[config.mk]
export PLATFORM = sky130hd
export DESIGN_NAME = qdac_serial_port
export DESIGN_NICKNAME = d
export VERILOG_FILES = /design/src/verilog/qdac_serial_port.v
export VERILOG_INCLUDE_DIRS = /design/src /design/src/include
export SDC_FILE = /design/constraint.sdc
export NUM_CORES = 1
export LEC_CHECK = 0
export ABC_AREA = 1
export BUFFER_PORTS_ARGS = -buffer_cell sky130_fd_sc_hd__buf_2
export CORE_UTILIZATION = 56
export DETAILED_ROUTE_END_ITERATION = 16
export GPL_TIMING_DRIVEN = 0
export PLACE_DENSITY = 0.75
export SLEW_MARGIN = 15
export SYNTH_ARGS = -nofsm -noshare
export SYNTH_HDL_FRONTEND = slang
export SYNTH_SLANG_ARGS = --single-unit
[constraint.sdc]
create_clock -name i_clk -period 2.45 [get_ports i_clk]
set_input_delay 0.1225 -clock i_clk [delete_from_list [all_inputs] [get_ports i_clk]]
set_output_delay 0.1225 -clock i_clk [all_outputs]
set_load 0.1 [all_outputs]
[src/include/qdac_defines.vh]
`ifndef QDAC_DEFINES_VH
`define QDAC_DEFINES_VH

// Serial word layout
`define QDAC_WORD_BITS      16
`define QDAC_CNT_W          5
`define QDAC_SEL_HI_BIT     15
`define QDAC_SEL_LO_BIT     14
`define QDAC_PWR_DN_N_BIT   13
`define QDAC_LOAD_ALL_N_BIT 12
`define QDAC_DATA_MSB       11
`define QDAC_DATA_W         12
`define QDAC_CHANNELS       4
`define QDAC_LAST_CNT       5'h0F

// Register bus map (byte addresses)
`define QDAC_ADDR_W         5
`define QDAC_OFF_STATUS     5'h00
`define QDAC_OFF_CTRL       5'h04
`define QDAC_OFF_IN_BASE    5'h08
`define QDAC_OFF_OUT_BASE   5'h10

// Reset values
`define QDAC_RST_DATA       12'h000
`define QDAC_RST_PWR_OK     1'b1
`define QDAC_RST_ENABLE     1'b1

`endif

[src/verilog/qdac_serial_port.v]
// Local design decisions: the AHB-Lite register port and the register offsets.
`timescale 1ns/100ps
`include "qdac_defines.vh"

module qdac_serial_port
(
  // Clock and reset
  input  wire        i_clk,
  input  wire        i_rst_n,
  // Serial pins
  input  wire        i_sclk,
  input  wire        i_din,
  input  wire        i_frame_n,
  // AHB-Lite slave
  input  wire        i_hsel,
  input  wire [31:0] i_haddr,
  input  wire [1:0]  i_htrans,
  input  wire        i_hwrite,
  input  wire [2:0]  i_hsize,
  input  wire [31:0] i_hwdata,
  input  wire        i_hready,
  output reg  [31:0] o_hrdata,
  output reg         o_hreadyout,
  output reg         o_hresp,
  // Converter state
  output reg         o_power_down_n,
  output reg         o_word_done,
  output reg  [47:0] o_out_codes
);

  reg  [2:0]                      sclk_sync_ff;
  reg  [2:0]                      frame_sync_ff;
  reg  [1:0]                      din_sync_ff;
  reg  [`QDAC_WORD_BITS-1:0]      shift_ff;
  reg  [`QDAC_CNT_W-1:0]          cnt_ff;
  reg                             active_ff;
  reg                             enable_ff;
  // Event counters wrap at 255
  reg  [7:0]                      aborts_ff;
  reg  [7:0]                      words_ff;
  reg  [`QDAC_DATA_W-1:0]         in_reg_ff  [0:`QDAC_CHANNELS-1];
  reg  [`QDAC_DATA_W-1:0]         out_reg_ff [0:`QDAC_CHANNELS-1];
  // Bus data phase state
  reg                             ph_wr_ff;
  reg  [`QDAC_ADDR_W-1:0]         ph_addr_ff;

  // Edges of the synchronised pins
  wire                            sclk_fall  = sclk_sync_ff[2] & ~sclk_sync_ff[1];
  wire                            frame_fall = frame_sync_ff[2] & ~frame_sync_ff[1];
  wire                            frame_rise = ~frame_sync_ff[2] & frame_sync_ff[1];
  // One stage late, so a rise together with the last fall still completes
  wire                            frame_low  = ~frame_sync_ff[2];
  wire [`QDAC_WORD_BITS-1:0]      nxt_shift  = {shift_ff[`QDAC_WORD_BITS-2:0], din_sync_ff[1]};
  wire                            last_bit   = (cnt_ff == `QDAC_LAST_CNT);
  wire                            take_bit   = active_ff & frame_low & sclk_fall;
  wire                            word_end   = take_bit & last_bit;
  wire [1:0]                      word_chan  = {nxt_shift[`QDAC_SEL_HI_BIT], nxt_shift[`QDAC_SEL_LO_BIT]};
  wire [`QDAC_DATA_W-1:0]         word_data  = nxt_shift[`QDAC_DATA_MSB:0];
  wire                            addr_phase = i_hsel & i_hready & i_htrans[1];

  // Register index decode, shared by read mux and write path
  function [2:0] reg_idx;
    input [`QDAC_ADDR_W-1:0] a;
    begin
      reg_idx = a[4:2];
    end
  endfunction

  // Sync stage 0 only feeds stage 1; edges come from stages 1 and 2
  always @(posedge i_clk or negedge i_rst_n)
  begin
    if (!i_rst_n)
    begin
      sclk_sync_ff  <= 3'h0;
      // Frame select idles high: no false start after reset
      frame_sync_ff <= 3'h7;
      din_sync_ff   <= 2'h0;
    end
    else
    begin
      sclk_sync_ff  <= {sclk_sync_ff[1:0], i_sclk};
      frame_sync_ff <= {frame_sync_ff[1:0], i_frame_n};
      din_sync_ff   <= {din_sync_ff[0], i_din};
    end
  end

  // Frame capture
  always @(posedge i_clk or negedge i_rst_n)
  begin
    if (!i_rst_n)
    begin
      shift_ff    <= 16'h0000;
      cnt_ff      <= 5'h00;
      active_ff   <= 1'b0;
      aborts_ff   <= 8'h00;
      words_ff    <= 8'h00;
      o_word_done <= 1'b0;
    end
    else
    begin
      o_word_done <= word_end;
      // Priority: start, completed word, abort, plain bit
      if (frame_fall & enable_ff)
      begin
        active_ff <= 1'b1;
        cnt_ff    <= 5'h00;
      end
      else if (word_end)
      begin
        // Last bit beats a frame rise in the same cycle
        shift_ff  <= nxt_shift;
        active_ff <= 1'b0;
        words_ff  <= words_ff + 8'h01;
      end
      else if (frame_rise)
      begin
        if (active_ff)
          aborts_ff <= aborts_ff + 8'h01;
        active_ff <= 1'b0;
      end
      else if (take_bit)
      begin
        shift_ff <= nxt_shift;
        cnt_ff   <= cnt_ff + 5'h01;
      end
    end
  end

  // Converter registers
  genvar g;
  generate
    for (g = 0; g < `QDAC_CHANNELS; g = g + 1)
    begin : g_chan
      always @(posedge i_clk or negedge i_rst_n)
      begin
        if (!i_rst_n)
        begin
          in_reg_ff[g]  <= `QDAC_RST_DATA;
          out_reg_ff[g] <= `QDAC_RST_DATA;
        end
        else if (word_end)
        begin
          // Addressed input register; outputs only when load bit low
          if ({30'h00000000, word_chan} == g)
            in_reg_ff[g] <= word_data;
          if (!nxt_shift[`QDAC_LOAD_ALL_N_BIT])
            out_reg_ff[g] <= ({30'h00000000, word_chan} == g) ? word_data : in_reg_ff[g];
        end
      end
      // Codes leave through a flop, one clock behind the registers
      always @(posedge i_clk or negedge i_rst_n)
      begin
        if (!i_rst_n)
          o_out_codes[g*`QDAC_DATA_W +: `QDAC_DATA_W] <= `QDAC_RST_DATA;
        else
          o_out_codes[g*`QDAC_DATA_W +: `QDAC_DATA_W] <= out_reg_ff[g];
      end
    end
  endgenerate

  // Power state follows the last complete word
  always @(posedge i_clk or negedge i_rst_n)
  begin
    if (!i_rst_n)
      o_power_down_n <= `QDAC_RST_PWR_OK;
    else if (word_end)
      o_power_down_n <= nxt_shift[`QDAC_PWR_DN_N_BIT];
  end

  // Bus slave
  always @(posedge i_clk or negedge i_rst_n)
  begin
    if (!i_rst_n)
    begin
      enable_ff      <= `QDAC_RST_ENABLE;
      ph_wr_ff       <= 1'b0;
      ph_addr_ff     <= 5'h00;
      o_hrdata       <= 32'h00000000;
      o_hreadyout    <= 1'b1;
      o_hresp        <= 1'b0;
    end
    else
    begin
      ph_wr_ff   <= addr_phase & i_hwrite;
      ph_addr_ff <= i_haddr[`QDAC_ADDR_W-1:0];
      // Disabling only blocks new starts; a frame under way finishes
      if (ph_wr_ff && i_hready && reg_idx(ph_addr_ff) == reg_idx(`QDAC_OFF_CTRL))
        enable_ff <= i_hwdata[0];
      // Read data registered in address phase: zero wait states
      if (addr_phase & ~i_hwrite)
      begin
        // Unmapped offsets read as zero
        case (reg_idx(i_haddr[`QDAC_ADDR_W-1:0]))
          3'd0:    o_hrdata <= {8'h00, words_ff, aborts_ff, 6'h00, active_ff, o_power_down_n};
          3'd1:    o_hrdata <= {31'h00000000, enable_ff};
          3'd2:    o_hrdata <= {in_reg_ff[1], 4'h0, in_reg_ff[0], 4'h0};
          3'd3:    o_hrdata <= {in_reg_ff[3], 4'h0, in_reg_ff[2], 4'h0};
          3'd4:    o_hrdata <= {out_reg_ff[1], 4'h0, out_reg_ff[0], 4'h0};
          3'd5:    o_hrdata <= {out_reg_ff[3], 4'h0, out_reg_ff[2], 4'h0};
          default: o_hrdata <= 32'h00000000;
        endcase
      end
      o_hreadyout <= 1'b1;
      o_hresp     <= 1'b0;
    end
  end

endmodule // qdac_serial_port

[Word-level counts from Yosys, hierarchy flattened]
Cells that the tools add are included.
Storage, ports and cells
  logic and storage cells: 87
  input port bits: 77
  bits in registers: 230
  output and inout port bits: 84
Cells by class
  muxes and demuxes: 15
  reduce and logical (&&, ||, !) cells: 12
  bitwise logic cells: 18
  add/subtract/negate cells: 3
  equal/unequal tests: 13
Operator list (number)
  $pmux W32 S6: 1
  $mux W12: 4
  $mux W15: 3
  $mux W5: 4
  $add A8 B1 Y8 const B: 2
  $and A1 B1 Y1: 11
  $not A1 Y1: 7
  $eq A3 B1 Y1 const B: 2
  $eq A3 B2 Y1 const B: 2
  $eq A3 B3 Y1 const B: 2
  $ne A2 B1 Y1 const B: 3
  $reduce_and A3 Y1: 2
  $add A5 B1 Y5 const B: 1
  $eq A5 B4 Y1 const B: 1
  $eq A2 B2 Y1 const B: 2
  $reduce_and A2 Y1: 2
  $reduce_and A4 Y1: 1
  $reduce_bool A2 Y1: 2
  $logic_not A3 Y1: 1
  $mux W1: 3
  $reduce_bool A3 Y1: 1
  $eq A2 B1 Y1 const B: 1
  $logic_and A1 B1 Y1: 2
  $logic_not A2 Y1: 1

[Logic depth before layout (Yosys ltp)]
  depth in word-level cells: 7
  depth in mapped cells: 9
  gate-level depth less buffers: 8

[Worst setup path after synthesis]
OpenSTA, ideal clock, no wires.
  path kind: flip-flop to flip-flop
  start point: register cnt_ff[0]
  end point: register in_reg_ff[10] (netlist bit)
  data required time: 2384 ps
  data arrival time: 1679 ps
  period minus slack after synthesis: 1745 ps
  path buffers: 2
  setup slack: 705 ps
  setup time: 66 ps
  cell stages (with the launch flop): 9
  cells stage by stage: dfrtp_1 ha_1 and3_1 ha_1 nand4_4 buf_6 clkbuf_1 nand2_1 nand2_1
Between the ends
  cells in the longest elaborated chain, start to end: 2
Ends and longest elaborated chain
  from (decl): line qdac_serial_port.v:35  | reg [`QDAC_CNT_W-1:0] cnt_ff;
  from (signal assigned): line qdac_serial_port.v:124  | cnt_ff <= cnt_ff + 5'h01;
  $eq A5 B4 Y1 (no line)
  $and A1 B1 Y1: line qdac_serial_port.v:56  | wire word_end = take_bit & last_bit;
  to (signal, indexed assignment): line qdac_serial_port.v:138  | in_reg_ff[g] <= `QDAC_RST_DATA;
  to (signal, indexed assignment): line qdac_serial_port.v:145  | in_reg_ff[g] <= word_data;
  to (decl): line qdac_serial_port.v:41  | reg [`QDAC_DATA_W-1:0] in_reg_ff [0:`QDAC_CHANNELS-1];
Every way passes these cells.
A chain may end at the register's enable or synchronous reset.

[Worst setup path in the final report]
  start point: register cnt_ff[0]
  end point: register in_reg_ff[15] (netlist bit)
Same word-level chain as after synthesis.

==> results.md <==
* WL met2 at 11,900 µm
* Synth warn at 0
* DR vias at 8,290
* Post-route DRC at 0
* Library cells used by synthesis at 34
* IO Port Bufs at 92
* Slew HR at 42.4%
* Largest net degree at the start of global routing at 90
* Sequential share of the synthesized area at 57.3%
* Status: finished clean
* Design Area, Final at 0.0116 mm²
* Max Slew Vio Count at 0
* Global-route wire length before repair at 42,600 µm
* CTS Buffer Depth at 3
* Die width at 135 µm
* TNS Setup at 0 ns
* H-Tree Level Count at 1
* Final Critical Period at 2.24 ns
* Static Leak at 6.04 nW
* Routed Antenna Nets at 0
* Vias per cell at 5.55
* Yosys reg bits at 226
* Clock latency on the worst-skew pair at 0.52 ns
* Initial antenna violation count at 0
* Nets at 1,331
* WL met3 at 2400 µm
* Root Driver: clkbuf_16
* Hpwl dp at 18,500 µm
* Area Overhead vs Synth at 17.4%
* 1st-pass router iterations at 6
* Post-CTS Resized at 0
* Count of final setup violators at 0
* Die Ht at 135 µm
* Capturing element type of the critical path: flop
* Average size of a mapped cell at 8.85 µm²
* Final wirelength at 26,900 µm
* Pwr/cell area at 673 mW/mm²
* Startpoint Class: flop
* Syn Inst Count at 1,117
* CORE AREA at 0.0172 mm²
* Worst-path clk slew at 0.06 ns
* Ant diodes at 0
* Die Area at 0.0182 mm²
* Max VDD drop at 528 µV
* Fillers at 1,419
* Met1 WL at 11,700 µm
* Max cap viols at 0
* WL/cell at 18.0 µm
* DRT iter0 DRCs at 897
* Final hold viol count at 0
* GRT Util Overall at 30.8%
* Commonest non-fill, non-tap cell in the layout: nand2_1
* Number of global-route vias before repair at 7,931
* Total CTS buffers at 24
* RSZ-0062 raised after global routing: false
* GRT overflow at 0
* Layout cells sized above 1 at 18.0%
* Commonest non-fill, non-tap cells in the layout: nand2_1 (381), dfrtp_1 (221), o21ai_0 (133)
* Fin Clk Skew at 0.0110 ns
* Worst hold path type: in2async
* CTS tree: built
* Critical Path AT at 2.69 ns
* DR top layer: met4
* Fmax at 447 MHz
* CP Max Fanout at 10
* GP Congestion at 0.913
* Starting Density at 57.3%
* Mapped Area at 0.00988 mm²
* Final period util at 91.3%
* CTS Sinks at 226
* Worst-margin pin slew at 0.865 ns
* Ports at 161
* Post-Place Cell Area at 0.0107 mm²
* # rows at 48
* Required time of the critical path at 2.90 ns
* CP Class: reg2reg
## logic make-up after synthesis
family	count (synthesis)	share of synthesized area, %
simple gates	522	22.7
compound gates	195	10.9
other cells	2	0.0760
flops	226	57.3
xor+xnor	9	0.798
fa+ha+maj	4	0.506
buf+inv	159	7.80
## layer usage
metal | global-route usage, % | up-vias
li1 | - | 3888
met1 | 44.2 | 3949
met3 | 5.89 | 62
met2 | 45.8 | 391
met5 | 0 | -
met4 | 13.5 | 0
## cell usage after synthesis
library cell  instances  area (µm²)
dfstp_2               5         131
buf_1                 2        7.51
nand4_1              43         269
nand3_1              63         315
o31ai_1               1        7.51
o21ai_2              25         219
nand4_4               1        21.3
nor3_1                1        5.00
buf_4                11        82.6
and3_1                1        6.26
inv_1                85         319
nor2_1               20        75.1
xnor2_1               3        26.3
nor3b_1               1        7.51
a31oi_1               1        6.26
nor3_2                1        10.0
buf_2                22         110
nor2_2                3        18.8
nand2_1             381        1430
conb_1                2        7.51
nand3_4               1        17.5
o21ai_1              34         170
or2_1                 1        6.26
ha_1                  4        50.1
clkbuf_1             19        71.3
nor2_8                1        20.0
nand3b_1              1        7.51
a21oi_1               1        5.00
nand3_2               3        30.0
inv_2                 6        22.5
xor2_1                6        52.6
buf_6                14         158
dfrtp_1             221        5530
o21ai_0             133         666
## flip-flops by register name, summed over array words and instances (netlist names)
name,count
ph_wr_ff,1
aborts_ff,8
words_ff,8
din_sync_ff,2
o_out_codes,48
ph_addr_ff,3
enable_ff,1
shift_ff,15
active_ff,1
o_hrdata,30
o_word_done,1
in_reg_ff,48
out_reg_ff,48
frame_sync_ff,3
cnt_ff,5
sclk_sync_ff,3
o_power_down_n,1
## through the flow
| step | hold WS [ns] | power (W) | instances | util (%) | setup slack (ns) |
|---|---|---|---|---|---|
| finish | 0.133 | 0.00782 | 1493 | 67.3 | 0.213 |
| global route | 0.181 | 0.00803 | 1493 | 67.3 | 0.0881 |
| CTS | 0.147 | 0.00786 | 1493 | 67.3 | 0.256 |
| detailed placement | 0.0880 | 0.00426 | 1438 | 62.1 | 0.274 |
| global placement | 0.229 | 0.00424 | 1436 | 61.7 | -2.61 |
| floorplan | -0.173 | 0.00408 | 1119 | - | 0.705 |
## cell type report
class / instances / area [µm²] / area share [%]
Timing Repair Buffer: 105 / 636 / 5.48
Clock inverter: 11 / 93.8 / 0.809
Sequential cell: 226 / 5660 / 48.8
Clock buffer: 33 / 706 / 6.08
Inverter: 91 / 342 / 2.94
Multi-Input combinational cell: 734 / 3460 / 29.8
Tap cell: 225 / 282 / 2.43
Buffer: 68 / 429 / 3.70
## where the power goes
| part | internal (W) | total [W] | switching [W] |
|---|---|---|---|
| clock network | 0.00213 | 0.00361 | 0.00148 |
| registers | 0.00378 | 0.00382 | 0.0000439 |
| logic | 0.0000904 | 0.000391 | 0.000301 |
## final timing paths
check	from	end	slack, ns	cells after the start
worst max-delay path	cnt_ff[0]$_DFFE_PN0P_	in_reg_ff[15]$_DFFE_PN0P_	0.21	8
worst max register to register	cnt_ff[0]$_DFFE_PN0P_	in_reg_ff[15]$_DFFE_PN0P_	0.21	8
min in group i_clk	i_din	din_sync_ff[0]$_DFF_PN0_	0.25	2
worst min register to register	frame_sync_ff[0]$_DFF_PN1_	frame_sync_ff[1]$_DFF_PN1_	0.35	0
max in group asynchronous	i_rst_n	shift_ff[13]$_DFFE_PN0P_	1.15	4
worst min-delay path	i_rst_n	aborts_ff[3]$_DFFE_PN0P_	0.13	2
## critical path: stages (launching register included)
cell and delay, ns:
dfrtp_1 0.41, ha_1 0.23, and3_1 0.18, ha_1 0.24, nand4_4 0.17, buf_6 0.19, clkbuf_1 0.52, nand2_1 0.13
nand2_1 0.10
## what timing repair did
item                                   4_1_cts  5_1_grt
buffers inserted                             0        0
endpoints found under the hold margin       79        0
hold buffers                                11        0
No activity file was read; power rests on OpenSTA's default activity.
